[src/logic/gdp_defines.vh]
// constants for the gate driver protection configuration bank
`ifndef GDP_DEFINES_VH
`define GDP_DEFINES_VH

// register indices on the serial port (seven-bit address field)
`define GDP_ADDR_PROT_CFG     7'h04
`define GDP_ADDR_THRESH_CFG   7'h05

// reset values
`define GDP_PROT_CFG_RST      16'h0934
`define GDP_THRESH_CFG_RST    16'h7741

// protection configuration field positions
`define GDP_UV2_OFF_BIT       15
`define GDP_TSD_FILT_HI       14
`define GDP_TSD_FILT_LO       13
`define GDP_SAT_FILT_BIT      12
`define GDP_OV2_OFF_BIT       11
`define GDP_CLAMP_LOC_BIT     10
`define GDP_GM_BLANK_HI       9
`define GDP_GM_BLANK_LO       8
`define GDP_GM_OFF_BIT        7
`define GDP_MILLER_OFF_BIT    6
`define GDP_COLL_CLAMP_BIT    5
`define GDP_SAT_DET_BIT       4
`define GDP_SC_OFF_BIT        3
`define GDP_OC_OFF_BIT        2
`define GDP_TSD_ON_BIT        1
`define GDP_NEG_LOCK_BIT      0

// serial frame layout: command byte then 16 data bits
`define GDP_CMD_WRITE_BIT     7
`define GDP_FRAME_BITS        24
`define GDP_CMD_BITS          8

// clock rate and timing figures
`define GDP_CLK_MHZ           10
`define GDP_TSD_T0_NS         250
`define GDP_TSD_T1_NS         500
`define GDP_TSD_T2_NS         750
`define GDP_TSD_T3_NS         1000
`define GDP_SAT_T0_NS         158
`define GDP_SAT_T1_NS         316
`define GDP_GM_T0_NS          500
`define GDP_GM_T1_NS          1000
`define GDP_GM_T2_NS          2500
`define GDP_GM_T3_NS          4000

// least time in ns to whole clock cycles, rounded up
`define GDP_CYC_UP(ns)        ((((ns) * `GDP_CLK_MHZ) + 999) / 1000)

`endif

[src/logic/gdp_protection_config.v]
// protection configuration register bank with decoded timing counts
`timescale 1ns/100ps
`include "gdp_defines.vh"

module gdp_protection_config (
  input  wire        mclk_i,
  input  wire        sys_rst_i,
  input  wire        ce_i,
  input  wire        spi_sclk_i,
  input  wire        spi_cs_n_i,
  input  wire        spi_mosi_i,
  output wire        spi_miso_o,
  output wire        secondary_undervoltage_off_o,
  output wire [1:0]  switch_thermal_filter_time_o,
  output wire        saturation_filter_time_o,
  output wire        secondary_overvoltage_off_o,
  output wire        clamp_location_select_o,
  output wire [1:0]  gate_monitor_blanking_o,
  output wire        gate_monitor_off_o,
  output wire        miller_clamp_off_o,
  output wire        collector_clamp_on_o,
  output wire        saturation_detect_on_o,
  output wire        short_circuit_guard_off_o,
  output wire        overcurrent_guard_off_o,
  output wire        switch_thermal_guard_on_o,
  output wire        negative_supply_lockout_on_o,
  output reg  [3:0]  thermal_filter_cycles_o,
  output reg  [2:0]  saturation_filter_cycles_o,
  output reg  [5:0]  gate_monitor_blank_cycles_o,
  output wire [15:0] fault_threshold_softoff_o
);

  // cycle counts of each selectable time at the core clock rate
  localparam integer TSD_N0 = `GDP_CYC_UP(`GDP_TSD_T0_NS);
  localparam integer TSD_N1 = `GDP_CYC_UP(`GDP_TSD_T1_NS);
  localparam integer TSD_N2 = `GDP_CYC_UP(`GDP_TSD_T2_NS);
  localparam integer TSD_N3 = `GDP_CYC_UP(`GDP_TSD_T3_NS);
  localparam integer SAT_N0 = `GDP_CYC_UP(`GDP_SAT_T0_NS);
  localparam integer SAT_N1 = `GDP_CYC_UP(`GDP_SAT_T1_NS);
  localparam integer GM_N0  = `GDP_CYC_UP(`GDP_GM_T0_NS);
  localparam integer GM_N1  = `GDP_CYC_UP(`GDP_GM_T1_NS);
  localparam integer GM_N2  = `GDP_CYC_UP(`GDP_GM_T2_NS);
  localparam integer GM_N3  = `GDP_CYC_UP(`GDP_GM_T3_NS);

  // counts cut to their output widths on purpose
  localparam [3:0] TSD_C0 = TSD_N0[3:0];
  localparam [3:0] TSD_C1 = TSD_N1[3:0];
  localparam [3:0] TSD_C2 = TSD_N2[3:0];
  localparam [3:0] TSD_C3 = TSD_N3[3:0];
  localparam [2:0] SAT_C0 = SAT_N0[2:0];
  localparam [2:0] SAT_C1 = SAT_N1[2:0];
  localparam [5:0] GM_C0  = GM_N0[5:0];
  localparam [5:0] GM_C1  = GM_N1[5:0];
  localparam [5:0] GM_C2  = GM_N2[5:0];
  localparam [5:0] GM_C3  = GM_N3[5:0];

  reg  [15:0] prot_cfg;
  reg  [15:0] thresh_cfg;
  reg  [15:0] next_prot_cfg;
  reg  [15:0] next_thresh_cfg;
  reg  [15:0] rd_data;
  reg  [3:0]  next_tsd_cycles;
  reg  [2:0]  next_sat_cycles;
  reg  [5:0]  next_gm_cycles;

  wire [6:0]  port_addr;
  wire        port_wr_stb;
  wire [15:0] port_wr_data;

  // serial host port
  gdp_spi_port u_port (
    .mclk_i     (mclk_i),
    .sys_rst_i  (sys_rst_i),
    .ce_i       (ce_i),
    .spi_sclk_i (spi_sclk_i),
    .spi_cs_n_i (spi_cs_n_i),
    .spi_mosi_i (spi_mosi_i),
    .rd_data_i  (rd_data),
    .addr_o     (port_addr),
    .wr_stb_o   (port_wr_stb),
    .wr_data_o  (port_wr_data),
    .miso_o     (spi_miso_o)
  );

  // read mux, unmapped addresses read as zero
  always @* begin
    case (port_addr)
      `GDP_ADDR_PROT_CFG:   rd_data = prot_cfg;
      `GDP_ADDR_THRESH_CFG: rd_data = thresh_cfg;
      default:              rd_data = 16'h0000;
    endcase
  end

  // write decode, no separate commit step
  always @* begin
    next_prot_cfg   = prot_cfg;
    next_thresh_cfg = thresh_cfg;
    if (port_wr_stb) begin
      if (port_addr == `GDP_ADDR_PROT_CFG) begin
        next_prot_cfg = port_wr_data;
      end
      if (port_addr == `GDP_ADDR_THRESH_CFG) begin
        next_thresh_cfg = port_wr_data;
      end
    end
  end

  // thermal shutdown deglitch time decode
  always @* begin
    case (next_prot_cfg[`GDP_TSD_FILT_HI:`GDP_TSD_FILT_LO])
      2'h0:    next_tsd_cycles = TSD_C0;
      2'h1:    next_tsd_cycles = TSD_C1;
      2'h2:    next_tsd_cycles = TSD_C2;
      2'h3:    next_tsd_cycles = TSD_C3;
      default: next_tsd_cycles = TSD_C0;
    endcase
  end

  // saturation detector deglitch time decode
  always @* begin
    if (next_prot_cfg[`GDP_SAT_FILT_BIT]) begin
      next_sat_cycles = SAT_C1;
    end else begin
      next_sat_cycles = SAT_C0;
    end
  end

  // gate monitor blanking time decode
  always @* begin
    case (next_prot_cfg[`GDP_GM_BLANK_HI:`GDP_GM_BLANK_LO])
      2'h0:    next_gm_cycles = GM_C0;
      2'h1:    next_gm_cycles = GM_C1;
      2'h2:    next_gm_cycles = GM_C2;
      2'h3:    next_gm_cycles = GM_C3;
      default: next_gm_cycles = GM_C1;
    endcase
  end

  // register bank and decoded counts, reset to defaults
  always @(posedge mclk_i or posedge sys_rst_i) begin
    if (sys_rst_i) begin
      prot_cfg                    <= `GDP_PROT_CFG_RST;
      thresh_cfg                  <= `GDP_THRESH_CFG_RST;
      thermal_filter_cycles_o     <= TSD_C0;
      saturation_filter_cycles_o  <= SAT_C0;
      gate_monitor_blank_cycles_o <= GM_C1;
    end else if (ce_i) begin
      prot_cfg                    <= next_prot_cfg;
      thresh_cfg                  <= next_thresh_cfg;
      thermal_filter_cycles_o     <= next_tsd_cycles;
      saturation_filter_cycles_o  <= next_sat_cycles;
      gate_monitor_blank_cycles_o <= next_gm_cycles;
    end
  end

  // lockout controls
  assign secondary_undervoltage_off_o = prot_cfg[`GDP_UV2_OFF_BIT];
  assign secondary_overvoltage_off_o  = prot_cfg[`GDP_OV2_OFF_BIT];
  assign negative_supply_lockout_on_o = prot_cfg[`GDP_NEG_LOCK_BIT];

  // filter and blanking selections as raw codes
  assign switch_thermal_filter_time_o =
    prot_cfg[`GDP_TSD_FILT_HI:`GDP_TSD_FILT_LO];
  assign saturation_filter_time_o     = prot_cfg[`GDP_SAT_FILT_BIT];
  assign gate_monitor_blanking_o      =
    prot_cfg[`GDP_GM_BLANK_HI:`GDP_GM_BLANK_LO];

  // clamp and monitor controls
  assign clamp_location_select_o      = prot_cfg[`GDP_CLAMP_LOC_BIT];
  assign gate_monitor_off_o           = prot_cfg[`GDP_GM_OFF_BIT];
  assign miller_clamp_off_o           = prot_cfg[`GDP_MILLER_OFF_BIT];
  assign collector_clamp_on_o         = prot_cfg[`GDP_COLL_CLAMP_BIT];
  assign saturation_detect_on_o       = prot_cfg[`GDP_SAT_DET_BIT];

  // power switch protection controls
  assign short_circuit_guard_off_o    = prot_cfg[`GDP_SC_OFF_BIT];
  assign overcurrent_guard_off_o      = prot_cfg[`GDP_OC_OFF_BIT];
  assign switch_thermal_guard_on_o    = prot_cfg[`GDP_TSD_ON_BIT];

  // second register passed on whole, meanings handled elsewhere
  assign fault_threshold_softoff_o    = thresh_cfg;

endmodule

[src/logic/gdp_spi_port.v]
// serial host port: frame shifter for register reads and writes
`timescale 1ns/100ps
`include "gdp_defines.vh"

module gdp_spi_port (
  input  wire        mclk_i,
  input  wire        sys_rst_i,
  input  wire        ce_i,
  input  wire        spi_sclk_i,
  input  wire        spi_cs_n_i,
  input  wire        spi_mosi_i,
  input  wire [15:0] rd_data_i,
  output wire [6:0]  addr_o,
  output reg         wr_stb_o,
  output wire [15:0] wr_data_o,
  output reg         miso_o
);

  reg        sclk_q;
  reg [4:0]  bit_cnt;
  reg [23:0] rx_sr;
  reg [15:0] tx_sr;
  reg        cmd_write;
  reg [6:0]  cmd_addr;

  wire sclk_rise = spi_sclk_i & ~sclk_q;
  wire sclk_fall = ~spi_sclk_i & sclk_q;
  wire [23:0] rx_next = {rx_sr[22:0], spi_mosi_i};

  // address held from the command byte, data from the full frame
  assign addr_o    = cmd_addr; // must stand through the data phase
  assign wr_data_o = rx_sr[15:0];

  // edge tracking, shifting and frame counting
  always @(posedge mclk_i or posedge sys_rst_i) begin
    if (sys_rst_i) begin
      sclk_q    <= 1'b0;
      bit_cnt   <= 5'h00;
      rx_sr     <= 24'h000000;
      tx_sr     <= 16'h0000;
      cmd_write <= 1'b0;
      cmd_addr  <= 7'h00;
      wr_stb_o  <= 1'b0;
      miso_o    <= 1'b0;
    end else if (ce_i) begin
      sclk_q   <= spi_sclk_i;
      wr_stb_o <= 1'b0;
      if (spi_cs_n_i) begin
        // idle: next frame starts from bit zero
        bit_cnt <= 5'h00;
        miso_o  <= 1'b0;
      end else begin
        if (sclk_rise && bit_cnt < `GDP_FRAME_BITS) begin
          rx_sr   <= rx_next;
          bit_cnt <= bit_cnt + 5'h01;
          if (bit_cnt == `GDP_CMD_BITS - 1) begin
            cmd_write <= rx_next[`GDP_CMD_WRITE_BIT];
            cmd_addr  <= rx_next[6:0];
          end
          if (bit_cnt == `GDP_FRAME_BITS - 1) begin
            wr_stb_o <= cmd_write; // write lands at end of frame
          end
        end
        // read data shifts out on falling edges after the command byte
        if (sclk_fall && bit_cnt == `GDP_CMD_BITS) begin
          miso_o <= rd_data_i[15];
          tx_sr  <= {rd_data_i[14:0], 1'b0};
        end else if (sclk_fall && bit_cnt > `GDP_CMD_BITS &&
                     bit_cnt < `GDP_FRAME_BITS) begin
          miso_o <= tx_sr[15];
          tx_sr  <= {tx_sr[14:0], 1'b0};
        end
      end
    end
  end

endmodule

[config.mk]
export PLATFORM = sky130hd
export DESIGN_NAME = gdp_protection_config
export DESIGN_NICKNAME = d
export VERILOG_FILES = /design/src/logic/gdp_protection_config.v /design/src/logic/gdp_spi_port.v
export VERILOG_INCLUDE_DIRS = /design/src /design/src/logic
export SDC_FILE = /design/constraint.sdc
export NUM_CORES = 1
export LEC_CHECK = 0
export BUFFER_PORTS_ARGS = -buffer_cell sky130_fd_sc_hd__clkbuf_2
export CAP_MARGIN = 20
export CORE_ASPECT_RATIO = 1.1
export CORE_MARGIN = 8
export CORE_UTILIZATION = 40
export CTS_CLUSTER_SIZE = 24
export DETAILED_ROUTE_END_ITERATION = 10
export GPL_TIMING_DRIVEN = 0
export PLACE_DENSITY_LB_ADDON = 0.2
export REMOVE_ABC_BUFFERS = 1
export SLEW_MARGIN = 10
export SYNTH_ARGS = -nofsm -noshare
export SYNTH_HDL_FRONTEND = slang
export SYNTH_HIERARCHICAL = 1
export SYNTH_SLANG_ARGS = --single-unit
[constraint.sdc]
create_clock -name mclk_i -period 6.8 [get_ports mclk_i]
set_clock_uncertainty 0.1 [all_clocks]
set_input_delay 0.34 -clock mclk_i [delete_from_list [all_inputs] [get_ports mclk_i]]
set_output_delay 0.34 -clock mclk_i [all_outputs]
set_load 0.02 [all_outputs]
==> results.yml <==
run_status:
  outcome: "finished clean"
grt:
  grt_start_max_net_pins: 29
  grt_pass1_wl_um: 14860
  gr-usage-all-layers_pct: 13.46
  grt_pass1_vias: 2869
  antenna_found_initial: 0
  overflow: 0
die:
  die_area_mm2: 0.01412
  row_count: 39
  core-area_mm2: 0.01034
  die_x_um: 114.0
  die_h_um: 123.8
  floorplan.initialDensity_pct: 40.88
  io_pins: 52
job:
  cap_violations: 0
synthesis:
  ys_types: 46
  syn_inst: 355
  async_flop_share_pct: 100.0
  ys_ff_latch: 90
  avgSynthCellArea_um2: 11.91
  synth.top_cell.area_share_pct: 42.60
  yosys_warnings: 6
  yosysSeqAreaShare_pct: 53.79
  yosys-top-cells-area: "dfrtp_1 43%, dfstp_2 11%, mux2_2 11%, mux2_4 6.4%, mux2i_1 4.5%"
  synth_most_common_cell: "dfrtp_1"
  yosysTopAreaCell: "dfrtp_1"
  synth_edf_count: 0
  yosys_most_used_dff: "dfrtp_1"
  synth.top_cells.by_count: "72 x dfrtp_1, 45 x nor2_1, 42 x mux2_2"
  synth_area_mm2: 0.004229
route:
  drc: 0
  dr_wl_met2_um: 4379
  wl_met1_um: 4066
  drt_iter0_markers: 130
  final_antenna_net_count: 0
  routed_via_density: 5.057
  vias: 2771
  firstDrtPassIters: 5
  routedWlPerCell_um: 16.29
  dr.max_layer_used: "met4"
  wirelength_um: 8926
  wl_met3_um: 293
worst_setup_path:
  cpLargestDelayFamily: "simple AND/OR/NAND/NOR gates"
  critical_path_class: "register to register"
  crit_path_top_delay_cell: "or3_1"
  critPathArrivalTime_ns: 3.30
  cp_num_buf_inv: 0
  cp.required_ns: 6.92
  start_kind: "register"
  crit_chain: "or4b_1, or3_1, or3_1, mux2_4"
  crit_fanout: 18
  cp-end-kind: "register"
  path_common_cell: "or3_1"
  crit_path_max_incr_delay_ns: 0.87
  r2r_slack_ns: 3.62
placed_design:
  hpwlAfterDp_um: 6220
  gp_congestion: 0.7693
  portBuffers: 50
  place_worst_setup_slack_ns: 3.623
clocking:
  cts_hold_buf: 1
  cts_setup_buffers: 0
  cts_made_buffers: 9
  clkLatencyLatePin_ns: 0.34
  cts_tree: "yes"
  cts_resized: 0
  cts_root_buffer: "clkbuf_16"
  htree_levels: 3
  cts.sink_count: 90
  max-clock-path-buffers: 2
  path_clk_slew_ns: 0.07
sta:
  holdWs_ns: 0.1591
  rsz0062_at_grt: "false"
  finalWorstSetupSlack_ns: 3.623
  worst_pin_slew_ns: 1.005
  final.min_clock_period_ns: 3.177
  tns_ns: 0
  hold_viol_final: 0
  max_freq_mhz: 314.7
  setup_viol: 0
  finalMaxSlewViolations: 0
  finalCritPeriodShare_pct: 46.72
  slew_headroom_pct: 33.00
pwr:
  peakVddDrop_v: 0.0001722
  p_per_area_mw_per_mm2: 232.1
  power.leakage_nw: 2.314
cells_and_area:
  nets: 412
  drive_gt1_share_pct: 38.77
  antennaDiodeCount: 0
  areaGrowthSynthToFinish_pct: 16.09
worst_hold_path:
  hold_path_class: "primary input to register"
-- flip-flops by register name, summed over array words and instances (netlist names) --
name	flops
fault_threshold_softoff_o	16
gate_monitor_blank_cycles_o	6
prot_cfg	16
saturation_filter_cycles_o	1
thermal_filter_cycles_o	4
u_port/addr_o	7
u_port/bit_cnt	5
u_port/cmd_write	1
u_port/miso_o	1
u_port/rx_sr	16
u_port/sclk_q	1
u_port/tx_sr	15
u_port/wr_stb_o	1
-- report_power, final --
group          total, mW  switching (mW)  internal (mW)  leakage [nW]
combinational     0.0650          0.0365         0.0285          1.01
sequential         0.581          0.0236          0.557          1.17
clock              0.494           0.210          0.283         0.133
total               1.14           0.270          0.869          2.31
-- per-stage QoR --
step                      total power, mW  cells  area [µm²]  utilization, %
after detailed placement           0.6583    529        4582           44.29
after global routing                1.182    548        4910           47.46
final                               1.140    548        4910           47.46
after global placement             0.6528    526        4522           43.71
after CTS                           1.155    546        4887           47.24
after floorplan                    0.6281    333        4093               -
-- layer usage --
layer / vias to the layer above / global-route usage [%]
met3: 10 / 2.764
met4: 0 / 6.578
li1: 1323 / -
met1: 1384 / 16.66
met5: - / 0
met2: 54 / 22.16
-- final timing paths --
kind,from,to,cells past startpoint
max,u_port/addr_o[6],prot_cfg[1],4
min,spi_mosi_i,u_port/addr_o[0],2
min reg2reg,gate_monitor_blank_cycles_o[1],gate_monitor_blank_cycles_o[1],2
max reg2reg,u_port/addr_o[6],prot_cfg[1],4
min in group asynchronous,sys_rst_i,thermal_filter_cycles_o[2],3
max in group asynchronous,sys_rst_i,prot_cfg[5],4
-- placed cells by master, fill, tap and decap left out, drive strengths merged, types with 2 or more instances in the layout --
cell	count
a21o	3
mux2	60
nand2	34
clkbuf	59
clkinvlp	4
nor3	3
buf	5
nor2b	2
or4b	2
a32o	2
nand3	8
o21ai	5
clkinv	2
inv	9
dfstp	18
a21oi	4
nor4b	2
nand3b	2
or3	2
nor2	45
and2b	2
a31oi	17
ha	6
nand2b	2
mux2i	19
dfrtp	72
-- worst reg2reg max path: cells and delay by family, from the launching register on --
family | cells | cell delay (ns)
flops | 1 | 0.41
simple gates | 3 | 2.09
mux | 1 | 0.46
-- area by class of cell --
cell class | count | area (µm²)
clock buffers | 9 | 225.2
clock inverters | 7 | 70.07
fillers | 1024 | 5435
inverters | 9 | 33.78
multi-input cells | 234 | 1793
flip-flops and latches | 90 | 2275
well taps | 143 | 178.9
repair buffers | 56 | 334.1
-- kinds of logic after synthesis --
kind of cell	count (synthesis)	synth area share (%)
simple gates	110	12.22
xor+xnor	2	0.4143
buf+inv	31	4.023
other cells	1	0.08867
flops	90	53.79
mux	79	22.07
compound gates	36	5.621
fa+ha+maj	6	1.775
(Power assumes the default switching activity.)
